<file path="src/logic/timer16_pfc_consts.vh">
// constants for the dual-slope pwm timer block
`ifndef TIMER16_PFC_CONSTS_VH
`define TIMER16_PFC_CONSTS_VH
// register addresses
`define CTLA_ADDR 8'h80
`define CTLB_ADDR 8'h81
`define CNT_ADDR 8'h84
`define CAP_ADDR 8'h86
`define CMPA_ADDR 8'h88
`define CMPB_ADDR 8'h8a
`define FLAG_ADDR 8'h8c
`define DDR_ADDR 8'h8d
// reset values
`define CTLA_RST 8'h00
`define CTLB_RST 5'h00
`define WORD_RST 16'h0000
`define FLAG_RST 4'h0
`define DDR_RST 2'h0
`define OUT_RST 2'h0
// control a fields
`define COMA_HI 7
`define COMA_LO 6
`define COMB_HI 5
`define COMB_LO 4
`define WGML_HI 1
`define WGML_LO 0
`define RSVD_ZERO 2'h0
// direction fields
`define DDR_HI 1
`define DDR_LO 0
// control b fields
`define WGMH_HI 1
`define WGMH_LO 0
`define PSEL_HI 4
`define PSEL_LO 2
// waveform modes
`define WGM_PFC_CAP 4'h8
`define WGM_PFC_CMPA 4'h9
`define WGM_PC_CMPA 4'hb
// compare output modes
`define COM_OFF 2'h0
`define COM_TOGGLE 2'h1
`define COM_NONINV 2'h2
`define COM_INV 2'h3
// prescale selects
`define PS_STOP 3'h0
`define PS_DIV1 3'h1
`define PS_DIV8 3'h2
`define PS_DIV64 3'h3
`define PS_DIV256 3'h4
`define PS_DIV1024 3'h5
// prescale terminal masks
`define PS_MASK8 10'h007
`define PS_MASK64 10'h03f
`define PS_MASK256 10'h0ff
`define PS_MASK1024 10'h3ff
`define PS_ZERO 10'h000
// flag bit positions
`define FLG_OVF 0
`define FLG_CMPA 1
`define FLG_CMPB 2
`define FLG_CAP 3
// counting limits
`define BOTTOM 16'h0000
`define MIN_TOP 16'h0003
`define ONE16 16'h0001
`endif

</file>
<file path="src/logic/timer16_pfc_pwm.v">
// dual-slope phase and frequency correct pwm timer with two compare channels
//
// Summary of operation
// - modes 0x8 and 0x9 select this operation
// - count zero up to top, back down
// - top from capture (0x8) or compare a (0x9)
// - counter holds top one tick, then reverses
// - non-inverting clears on up, sets on down
// - output mode 0x2 non-inverted, 0x3 inverted
// - active compares reload only at bottom
// - overflow flag set in reload tick
// - top source flag set on reaching top
// - match flag set when counter equals compare
// - top accepted from 0x0003 to 0xffff
// - top below compare gives no match
// - pin driven only when direction bit set
// - non-inverting: bottom compare stays low, top stays high
// - mode 0x9 with 0x1 toggles output a
// - tick divides clock by 1,8,64,256,1024
// - tick is a clock enable, one clock
// - control a resets zero, fixed field layout
// - mode 0x1 toggles a only for 9/11
// - output mode 0x2 or 0x3 overrides port function
`timescale 1ns/1ns
`default_nettype none
`include "timer16_pfc_consts.vh"

module timer16_pfc_pwm #(
  parameter CNT_W  = 16,
  parameter ADDR_W = 8
) (
  input  wire              mclk_in,
  input  wire              rst_in,
  input  wire [ADDR_W-1:0] addr_in,
  input  wire [CNT_W-1:0]  wdata_in,
  input  wire              wr_in,
  input  wire              rd_in,
  output wire [CNT_W-1:0]  rdata_out,
  input  wire              port_a_in,
  input  wire              port_b_in,
  output wire              pin_a_out,
  output wire              pin_a_oe_out,
  output wire              pin_b_out,
  output wire              pin_b_oe_out,
  output wire              timer_tick_out,
  output wire [3:0]        flags_out
);

  ////////////////////////////////////////////////////////////////////
  // register map, every register one sixteen-bit word on the bus
  //   control a    output modes of a and b, low mode bits
  //   control b    high mode bits and prescale select
  //   counter      running count; a write beats counting
  //   capture      top source of the capture-based mode
  //   compare a/b  buffered compare values, read back from the buffer
  //   flags        sticky events; writing one clears
  //   direction    output enables of pins a and b
  // bus behaviour
  //   read data stand one cycle after the strobe, zero otherwise
  //   unmapped addresses ignore writes and read zero
  // hazards for software
  //   a top below three is not refused; the count still folds
  //   a compare above top never matches, so its flag stays clear
  //   outside this mode the counter holds and actives follow buffers

  ////////////////////////////////////////////////////////////////////
  // direction states
  localparam [1:0] ST_UP = 2'b01;   // counting upward
  localparam [1:0] ST_DN = 2'b10;   // counting downward

  ////////////////////////////////////////////////////////////////////
  // storage
  // all state but dir_q (reset to ST_UP) resets to zero, so the block wakes stopped and disconnected
  reg [7:0]       timer1_control_a_q;  // output modes and low mode bits
  reg [4:0]       control_b_q;         // high mode bits and prescale
  reg [CNT_W-1:0] counter_value_q;     // running count
  reg [CNT_W-1:0] counter_value_d;     // next count
  reg [CNT_W-1:0] capture_value_q;     // top source in mode 0x8
  reg [CNT_W-1:0] buf_a_q;             // software side of compare a
  reg [CNT_W-1:0] buf_b_q;             // software side of compare b
  reg [CNT_W-1:0] act_a_q;             // compare a in use
  reg [CNT_W-1:0] act_b_q;             // compare b in use
  reg [3:0]       flag_q;              // sticky event flags
  reg [1:0]       output_pin_direction_q; // pin output enables
  reg [1:0]       dir_q;               // count direction state
  reg [1:0]       dir_d;               // next direction
  reg [1:0]       compare_output_q;    // waveform levels, b and a
  reg [9:0]       ps_q;                // prescale counter
  reg [CNT_W-1:0] rdata_q;             // registered read data
  reg [CNT_W-1:0] rd_mux;              // read selection
  reg             timer_tick;          // prescaled clock enable

  ////////////////////////////////////////////////////////////////////
  // decoded control
  wire [3:0] waveform_mode_select;     // full four-bit mode
  wire [1:0] com_a;                    // channel a output mode
  wire [1:0] com_b;                    // channel b output mode
  wire [2:0] psel;                     // prescale select
  wire       pfc_mode;                 // this block's mode active
  wire [CNT_W-1:0] top;                // current turning point
  wire       at_bottom;                // counter at zero
  wire       at_top;                   // counter at or past top
  wire       down_phase;               // match counts as down slope
  wire       reload;                   // bottom reload event
  wire       match_a;                  // compare a hit this tick
  wire       match_b;                  // compare b hit this tick
  wire       top_hit;                  // counter reached top this tick
  wire       toggle_ok;                // toggle allowed on channel a
  wire       conn_a;                   // channel a drives its pin
  wire       conn_b;                   // channel b drives its pin
  wire [3:0] flag_set;                 // hardware flag sets
  wire [3:0] flag_clr;                 // software flag clears

  assign com_a = timer1_control_a_q[`COMA_HI:`COMA_LO];
  assign com_b = timer1_control_a_q[`COMB_HI:`COMB_LO];
  assign psel  = control_b_q[`PSEL_HI:`PSEL_LO];
  // the mode field is split across the two control registers
  assign waveform_mode_select = {control_b_q[`WGMH_HI:`WGMH_LO],
                                 timer1_control_a_q[`WGML_HI:`WGML_LO]};

  // mode decode
  assign pfc_mode = (waveform_mode_select == `WGM_PFC_CAP) ||
                    (waveform_mode_select == `WGM_PFC_CMPA);

  // top source; any value from the minimum up to full range works
  // with compare a as top, top itself moves only at bottom
  assign top = (waveform_mode_select == `WGM_PFC_CMPA) ?
               act_a_q : capture_value_q;

  assign at_bottom = (counter_value_q == `BOTTOM);
  // at or past top, so a top lowered under the count still folds
  assign at_top    = (counter_value_q >= top);

  // bottom is the start of an up slope, top the start of a down slope
  assign down_phase = !at_bottom && (at_top || (dir_q == ST_DN));

  ////////////////////////////////////////////////////////////////////
  // prescaler: free counter, tick on terminal pattern
  // the divider runs whenever a select other than stop is set;
  // changing the select mid-count only moves the first tick
  always @(posedge mclk_in or posedge rst_in) begin
    if (rst_in) begin
      ps_q <= `PS_ZERO;
    end else if (psel == `PS_STOP) begin
      ps_q <= `PS_ZERO;  // stopped: hold divider cleared
    end else begin
      ps_q <= ps_q + 10'h001;
    end
  end

  // tick selection acts as an enable, never as a clock
  always @* begin
    case (psel)
      `PS_DIV1:    timer_tick = 1'b1;
      `PS_DIV8:    timer_tick = ((ps_q & `PS_MASK8) == `PS_MASK8);
      `PS_DIV64:   timer_tick = ((ps_q & `PS_MASK64) == `PS_MASK64);
      `PS_DIV256:  timer_tick = ((ps_q & `PS_MASK256) == `PS_MASK256);
      `PS_DIV1024: timer_tick = (ps_q == `PS_MASK1024);
      default:     timer_tick = 1'b0;  // stopped or unused select
    endcase
  end

  assign timer_tick_out = timer_tick;

  ////////////////////////////////////////////////////////////////////
  // events of this tick
  // every event needs the tick, so a stopped prescaler sets no flag
  assign reload  = pfc_mode && timer_tick && at_bottom;
  // a compare above top is never reached, so it never matches
  assign match_a = pfc_mode && timer_tick &&
                   (counter_value_q == act_a_q);
  assign match_b = pfc_mode && timer_tick &&
                   (counter_value_q == act_b_q);
  assign top_hit = pfc_mode && timer_tick &&
                   (counter_value_q == top);

  ////////////////////////////////////////////////////////////////////
  // dual-slope sequencer
  always @* begin
    counter_value_d = counter_value_q;
    dir_d           = dir_q;
    case (dir_q)
      ST_UP: begin
        if (at_top) begin
          // top was shown for this one tick; step back down
          counter_value_d = counter_value_q - `ONE16;
          dir_d           = ST_DN;
        end else begin
          counter_value_d = counter_value_q + `ONE16;
        end
      end
      // bottom is shown for one tick too, then the climb resumes
      ST_DN: begin
        if (at_bottom) begin
          counter_value_d = counter_value_q + `ONE16;
          dir_d           = ST_UP;
        end else begin
          counter_value_d = counter_value_q - `ONE16;
        end
      end
      default: begin
        // a state that lost its one-hot bit restarts from bottom
        counter_value_d = `BOTTOM;  // recover from a bad state
        dir_d           = ST_UP;
      end
    endcase
  end

  // counter register: software write wins over counting
  // a write leaves the direction alone; a zero written while falling
  // turns the count upward at the next tick
  always @(posedge mclk_in or posedge rst_in) begin
    if (rst_in) begin
      counter_value_q <= `WORD_RST;
      dir_q           <= ST_UP;
    end else if (wr_in && (addr_in == `CNT_ADDR)) begin
      counter_value_q <= wdata_in;
    end else if (pfc_mode && timer_tick) begin
      counter_value_q <= counter_value_d;
      dir_q           <= dir_d;
    end
  end

  ////////////////////////////////////////////////////////////////////
  // control, capture and direction registers
  always @(posedge mclk_in or posedge rst_in) begin
    if (rst_in) begin
      timer1_control_a_q     <= `CTLA_RST;
      control_b_q            <= `CTLB_RST;
      capture_value_q        <= `WORD_RST;
      output_pin_direction_q <= `DDR_RST;
    end else if (wr_in) begin
      case (addr_in)
        // bits 3:2 of control a are not stored and read back zero
        `CTLA_ADDR: timer1_control_a_q <= {wdata_in[`COMA_HI:`COMB_LO], `RSVD_ZERO,
                                           wdata_in[`WGML_HI:`WGML_LO]};
        `CTLB_ADDR: control_b_q <= wdata_in[`PSEL_HI:`WGMH_LO];
        `CAP_ADDR:  capture_value_q <= wdata_in;
        `DDR_ADDR:  output_pin_direction_q <= wdata_in[`DDR_HI:`DDR_LO];
        default:    control_b_q <= control_b_q;  // other writes
      endcase
    end
  end

  ////////////////////////////////////////////////////////////////////
  // double-buffered compares
  // reload and overflow share one event, so each period opens with fresh compares
  always @(posedge mclk_in or posedge rst_in) begin
    if (rst_in) begin
      buf_a_q <= `WORD_RST;
      buf_b_q <= `WORD_RST;
      act_a_q <= `WORD_RST;
      act_b_q <= `WORD_RST;
    end else begin
      // software lands in the buffer only
      if (wr_in && (addr_in == `CMPA_ADDR)) begin
        buf_a_q <= wdata_in;
      end
      if (wr_in && (addr_in == `CMPB_ADDR)) begin
        buf_b_q <= wdata_in;
      end
      if (reload) begin
        // copy at bottom keeps both slopes equal
        act_a_q <= buf_a_q;
        act_b_q <= buf_b_q;
      end else if (!pfc_mode) begin
        act_a_q <= buf_a_q;  // outside this mode: follow at once
        act_b_q <= buf_b_q;
      end
    end
  end

  ////////////////////////////////////////////////////////////////////
  // sticky flags: write one to clear, a set in the same cycle wins
  // a clear and a set in one cycle leave the flag set, so no event is lost
  assign flag_set[`FLG_OVF]  = reload;
  assign flag_set[`FLG_CMPA] = match_a;
  assign flag_set[`FLG_CMPB] = match_b;
  assign flag_set[`FLG_CAP]  = top_hit &&
                               (waveform_mode_select == `WGM_PFC_CAP);
  assign flag_clr = (wr_in && (addr_in == `FLAG_ADDR)) ?
                    wdata_in[`FLG_CAP:`FLG_OVF] : 4'h0;

  always @(posedge mclk_in or posedge rst_in) begin
    if (rst_in) begin
      flag_q <= `FLAG_RST;
    end else begin
      flag_q <= (flag_q & ~flag_clr) | flag_set;
    end
  end

  assign flags_out = flag_q;

  ////////////////////////////////////////////////////////////////////
  // waveform generators
  // levels change on the edge after the match tick, one tick behind the count
  // a compare equal to top matches only on the fold, which counts as falling
  assign toggle_ok = (waveform_mode_select == `WGM_PFC_CMPA) ||
                     (waveform_mode_select == `WGM_PC_CMPA);

  always @(posedge mclk_in or posedge rst_in) begin
    if (rst_in) begin
      compare_output_q <= `OUT_RST;
    end else begin
      // channel a
      if (match_a) begin
        case (com_a)
          // bottom match is up-slope, top match down-slope
          `COM_NONINV: compare_output_q[0] <= down_phase;
          `COM_INV:    compare_output_q[0] <= !down_phase;
          `COM_TOGGLE: begin
            if (toggle_ok) begin
              compare_output_q[0] <= !compare_output_q[0];
            end
          end
          default:     compare_output_q[0] <= compare_output_q[0];
        endcase
      end
      // channel b never toggles
      if (match_b) begin
        case (com_b)
          `COM_NONINV: compare_output_q[1] <= down_phase;
          `COM_INV:    compare_output_q[1] <= !down_phase;
          default:     compare_output_q[1] <= compare_output_q[1];
        endcase
      end
    end
  end

  ////////////////////////////////////////////////////////////////////
  // pin muxing
  // the enable comes from the direction bits alone; an undriven pin still shows the mux
  // pwm modes take the pin; 0x1 only for channel a in toggle modes
  assign conn_a = com_a[1] ||
                  ((com_a == `COM_TOGGLE) && toggle_ok);
  assign conn_b = com_b[1];

  assign pin_a_out    = conn_a ? compare_output_q[0] : port_a_in;
  assign pin_b_out    = conn_b ? compare_output_q[1] : port_b_in;
  assign pin_a_oe_out = output_pin_direction_q[0];
  assign pin_b_oe_out = output_pin_direction_q[1];

  ////////////////////////////////////////////////////////////////////
  // register reads, data valid the cycle after the strobe
  // reads have no side effects; flags clear only by a write
  always @* begin
    case (addr_in)
      `CTLA_ADDR: rd_mux = {8'h00, timer1_control_a_q};
      `CTLB_ADDR: rd_mux = {11'h000, control_b_q};
      `CNT_ADDR:  rd_mux = counter_value_q;
      `CAP_ADDR:  rd_mux = capture_value_q;
      `CMPA_ADDR: rd_mux = buf_a_q;
      `CMPB_ADDR: rd_mux = buf_b_q;
      `FLAG_ADDR: rd_mux = {12'h000, flag_q};
      `DDR_ADDR:  rd_mux = {14'h0000, output_pin_direction_q};
      default:    rd_mux = `WORD_RST;  // unmapped reads zero
    endcase
  end

  always @(posedge mclk_in or posedge rst_in) begin
    if (rst_in) begin
      rdata_q <= `WORD_RST;
    end else if (rd_in) begin
      rdata_q <= rd_mux;
    end else begin
      rdata_q <= `WORD_RST;  // data stands one cycle only
    end
  end

  assign rdata_out = rdata_q;

endmodule
`default_nettype wire

</file>
<file path="config.mk">
export PLATFORM = sky130hd
export DESIGN_NAME = timer16_pfc_pwm
export DESIGN_NICKNAME = d
export VERILOG_FILES = /design/src/logic/timer16_pfc_pwm.v
export VERILOG_INCLUDE_DIRS = /design/src /design/src/logic
export SDC_FILE = /design/constraint.sdc
export NUM_CORES = 1
export LEC_CHECK = 0
export BUFFER_PORTS_ARGS = -buffer_cell sky130_fd_sc_hd__buf_2
export CAP_MARGIN = 20
export CORE_UTILIZATION = 45
export DETAILED_ROUTE_END_ITERATION = 8
export GPL_ROUTABILITY_DRIVEN = 1
export MAX_ROUTING_LAYER = met4
export PLACE_DENSITY = 0.6
export SLEW_MARGIN = 40
export SYNTH_ARGS = -nofsm -noshare
export SYNTH_HDL_FRONTEND = slang
export SYNTH_SLANG_ARGS = --single-unit
</file>
<file path="constraint.sdc">
create_clock -name mclk_in -period 5.8 [get_ports mclk_in]
set_input_delay 0.29 -clock mclk_in [delete_from_list [all_inputs] [get_ports mclk_in]]
set_output_delay 0.29 -clock mclk_in [all_outputs]
set_load 0.01 [all_outputs]
</file>
==> flow_results.org <==
** Setup path
- Critical-path cell with the highest stage delay :: sky130_fd_sc_hd__a22o_1
- CP Buf/Inv Count :: 0
- Critical Setup Path Class :: reg2reg
- Traced cell by cell, the critical path runs through nor3b_2 -> and2_2 -> mux2i_1 -> ha_1 -> nand4_1 -> or3_1 -> o311a_1 -> nand2_1 -> a22o_1 -> nand2_1 -> o221ai_1.
- Worst r2r dst :: counter_value_q[3]
- Data on the critical path is required at its endpoint by 6130 ps.
- Of all nets on the critical path, the largest fanout is 16.
- Cell repeated most along the worst path :: sky130_fd_sc_hd__nand2_1
- Across all register-to-register paths, the minimum setup slack is 1290 ps.
- The number of cells on the worst reg-to-reg path is 11.
- The worst register-to-register path begins at control_b_q[0].
- Critical path's top delay family :: simple AND/OR/NAND/NOR gates
- Data on the critical path arrives at its endpoint at 4840 ps.
- Largest stage delay on the critical path :: 570 ps
- STA classifies the critical path endpoint as a flip-flop.
- Kind of launch point of the worst setup path :: flip-flop

** Floorplanning
- The initial utilization of the core area, before any placement, comes to 0.460.
- The die covers 18200 um^2.
- Horizontal extent of the die :: 135 um
- For this design the top-level I/O count stands at 55.
- Height of the die :: 135 um
- After floorplanning, the core was sized to cover 17300 um^2.
- Row cnt :: 48

** Placement
- Total half-perimeter wirelength after legalization and detailed placement :: 16300 um
- Cell count after placement :: 983
- Weighted congestion reported at the end of routability-driven placement :: 0.918
- Placed cell areas :: 8350 um^2
- Worst slack after detailed placement :: 1350 ps
- Port buffering added 54 buffers.

** Logic synthesis
- For this run, the number of Yosys warnings is 0.
- Post-synthesis cell type with the largest combined area :: sky130_fd_sc_hd__dfrtp_1
- Mapped Cells :: 749
- When the netlist entered floorplanning its net count stood at 802.
- For this run, the leading register cell type out of synthesis is sky130_fd_sc_hd__dfrtp_1.
- Yosys instantiated no cell more often than sky130_fd_sc_hd__dfrtp_1.
- Share of async-settable or async-resettable flops after synthesis :: 1.00
- The synthesized netlist occupies a cell area of 7960 um^2.
- The number of different library cells used by synthesis comes to 67.
- Register area share after synthesis :: 0.450
- Post-synth top cells :: 142 x sky130_fd_sc_hd__dfrtp_1, 92 x sky130_fd_sc_hd__mux2_2, 66 x sky130_fd_sc_hd__nand2_1, 43 x sky130_fd_sc_hd__xor2_1, 32 x sky130_fd_sc_hd__nor2_1
- In this run, synthesis inferred 0 flip-flops with an integrated enable.
- The share of synthesized area in the top cell type comes to 0.446.
- By area the synthesized netlist is led by sky130_fd_sc_hd__dfrtp_1 45%, sky130_fd_sc_hd__mux2_2 13%, sky130_fd_sc_hd__xor2_1 4.7%, sky130_fd_sc_hd__ha_1 3.6%, sky130_fd_sc_hd__nand2_1 3.1%.
- In this run the mean area of a mapped cell was 10.6 um^2.
- After synthesis the netlist holds a flip-flop and latch count of 143.

** Final layout
- Compared with the post-synthesis result, the final layout area differs by 12.9%.
- The number of antenna diodes in the final layout is 0.
- After routing the design area is 8990 um^2.
- The filler cells instantiated in the layout total 1580.
- Multi-input gate area in the final layout :: 4130 um^2
- In the final layout, the share of cells above drive strength 1 is 0.251.
- The final layout contains 832 nets.
- Fraction of the core area covered by cells at the end of the flow :: 0.520
- Area taken by flip-flops and latches :: 3580 um^2
- Post-route non-filler standard cell count :: 1017

** Timing
- Highest clock rate :: 0.222 GHz
- Setup slack on the critical path of the routed design comes to 1290 ps.
- Number of slew-limit violations in the final report :: 0
- For the final routed database, the setup TNS stands at 0 ps.
- For the pin with the worst max-slew slack, the measured transition is 853 ps.
- On the final layout, the worst clock skew is 10.4 ps.
- In the finished design, the share of the clock period the worst path needs comes to 0.777.
- Final-report hold violation count :: 0
- Setup violations remaining at the end of the flow were counted as 0.
- Relative slew slack :: 0.431
- After layout, the minimum clock period comes to 4510 ps.
- Unrepaired setup endpoints after global routing :: false
- Hold slack :: 172 ps

** Clocking
- The cell sitting at the root of the clock tree is a sky130_fd_sc_hd__clkbuf_16.
- CTS tree :: done
- The number of gates resized after CTS was 0.
- Clock-pin slew was measured on the worst setup and hold paths at 60 ps.
- The clock net in this run drives a total of 143 sinks.
- For the worst-skew pair, the clock arrives at the later sink with an insertion delay of 420 ps.
- Count of H-tree levels built during CTS :: 4
- Counting along the longest clock path gives a buffer depth of 2.
- TritonCTS created 17 clock buffers.

** Drt
- Ratio of routed vias to standard cells :: 6.12
- Via count of the routed design :: 6222
- Detailed-route wire length per cell :: 22.5 um
- The count of nets left with antenna violations once routing finished came out at 0.
- Drt drc :: 0
- Number of DRC markers after the initial detailed-route iteration :: 538
- The first detailed-routing pass took 6 iterations.
- Sum of routed wire length over all layers :: 22900 um

** Power and ir drop
- IR analysis of the VDD net gives a maximum drop of 0.000223 V.
- Dividing total power by cell area gives a power density of 292 nW/um^2.
- Power consumption :: 2.62 mW
- For this design the static power due to leakage is 4.01 nW.

** Outcome
- The run finished with clean final reports.

** Global routing
- Wire length of the first global-routing pass :: 36300 um
- Initial antenna violation count :: 0
- Summed over all layers, the global routing overflow is 0.
- Number of global-route vias before repair :: 6282
- Maximum number of pins on one net before global-route repair :: 84
- Total global routing track utilization :: 0.278

** Min path
- The path with the worst hold slack has its endpoint at output_pin_direction_q[0].
- In this run the most critical hold path is launched from wdata_in[0].
- Worst hold path cell count :: 2
- The min-delay analysis places its worst path in the category in2reg.

** Job
- Across the run, the number of max-cap violations was 0.
## layer usage
metal / wire (um) / vias to the layer above / global-route usage
li1: - / 2824 / -
met1: 10500 / 3178 / 0.376
met2: 10900 / 189 / 0.429
met3: 1120 / 31 / 0.0443
met4: 404 / 0 / 0.0830
met5: 0 / - / -
## power breakdown
part	switching (mW)	total, mW	internal, mW
sequential	0.125	1.17	1.05
clock	0.432	1.11	0.680
combinational	0.191	0.334	0.142
total	0.748	2.62	1.87
## sequential cells by signal (all words and copies together) (netlist names)
register and cells:
buf_b_q 16, dir_q 2, control_b_q 5, counter_value_q 16, rdata_out 16, timer1_control_a_q 6
output_pin_direction_q 2, act_b_q 16, compare_output_q 2, ps_q 10, capture_value_q 16, buf_a_q 16
act_a_q 16, flags_out 4
## final cells by class
type	count	area share
Timing Repair Buffer	60	0.0368
Tap cell	225	0.0313
Sequential cell	143	0.398
Inverter	17	0.00794
Clock buffer	20	0.0486
Multi-Input combinational cell	540	0.459
Clock inverter	12	0.0177
## cells in the final DEF (no fill, tap or decap), types with 8 or more instances in the layout
cell,synthesis,layout
sky130_fd_sc_hd__nor4_1,15,15
sky130_fd_sc_hd__inv_1,17,16
sky130_fd_sc_hd__nand3_1,23,23
sky130_fd_sc_hd__a31oi_1,8,8
sky130_fd_sc_hd__a21oi_1,30,30
sky130_fd_sc_hd__mux2_2,92,92
sky130_fd_sc_hd__dfrtp_1,142,142
sky130_fd_sc_hd__a22oi_1,18,18
sky130_fd_sc_hd__ha_1,23,23
sky130_fd_sc_hd__nor2_1,32,32
sky130_fd_sc_hd__mux2i_1,17,17
sky130_fd_sc_hd__nand2_1,66,64
sky130_fd_sc_hd__buf_2,12,54
sky130_fd_sc_hd__xnor2_1,14,14
sky130_fd_sc_hd__clkbuf_16,0,17
sky130_fd_sc_hd__o21ai_0,22,22
sky130_fd_sc_hd__and3_1,10,10
sky130_fd_sc_hd__xor2_1,43,43
sky130_fd_sc_hd__nand4_1,14,14
sky130_fd_sc_hd__nor3_1,12,11
## worst max-delay path by stage
stage                                endpoint  slack [ps]           start  depth (start not counted)
after floorplan                    act_a_q[0]        1670          rst_in                          1
after global placement     counter_value_q[3]        1230  control_b_q[0]                         11
after detailed placement   counter_value_q[3]        1350  control_b_q[0]                         11
after CTS                  counter_value_q[3]        1320  control_b_q[0]                         11
after global routing      counter_value_q[11]        1000  control_b_q[0]                         11
final                      counter_value_q[3]        1290  control_b_q[0]                         11
## kinds of logic (layout without fill, tap and decap cells)
kind of cell,Yosys count,in the layout,synth area share
simple gates,213,213,0.139
xor+xnor,57,57,0.0627
fa+ha+maj,23,23,0.0362
compound gates,137,137,0.123
mux,110,110,0.154
buf+inv,66,109,0.0346
flops,143,143,0.450
## repair_timing
item,4_1_cts,5_1_grt
setup buffers,0,0
hold endpoints to repair,0,11
hold buffers,0,1
endpoints found under the setup margin,0,0
## worst register-to-register path, delay by kind of cell, from the launching register on
family	cells	cell delay [ps]
flip-flops	1	420
AND/OR/NAND/NOR	6	2280
adder cells (fa/ha/maj)	1	350
AO/OA/AOI/OAI	3	1190
multiplexers	1	170
No activity file was read; power rests on OpenSTA's default activity.
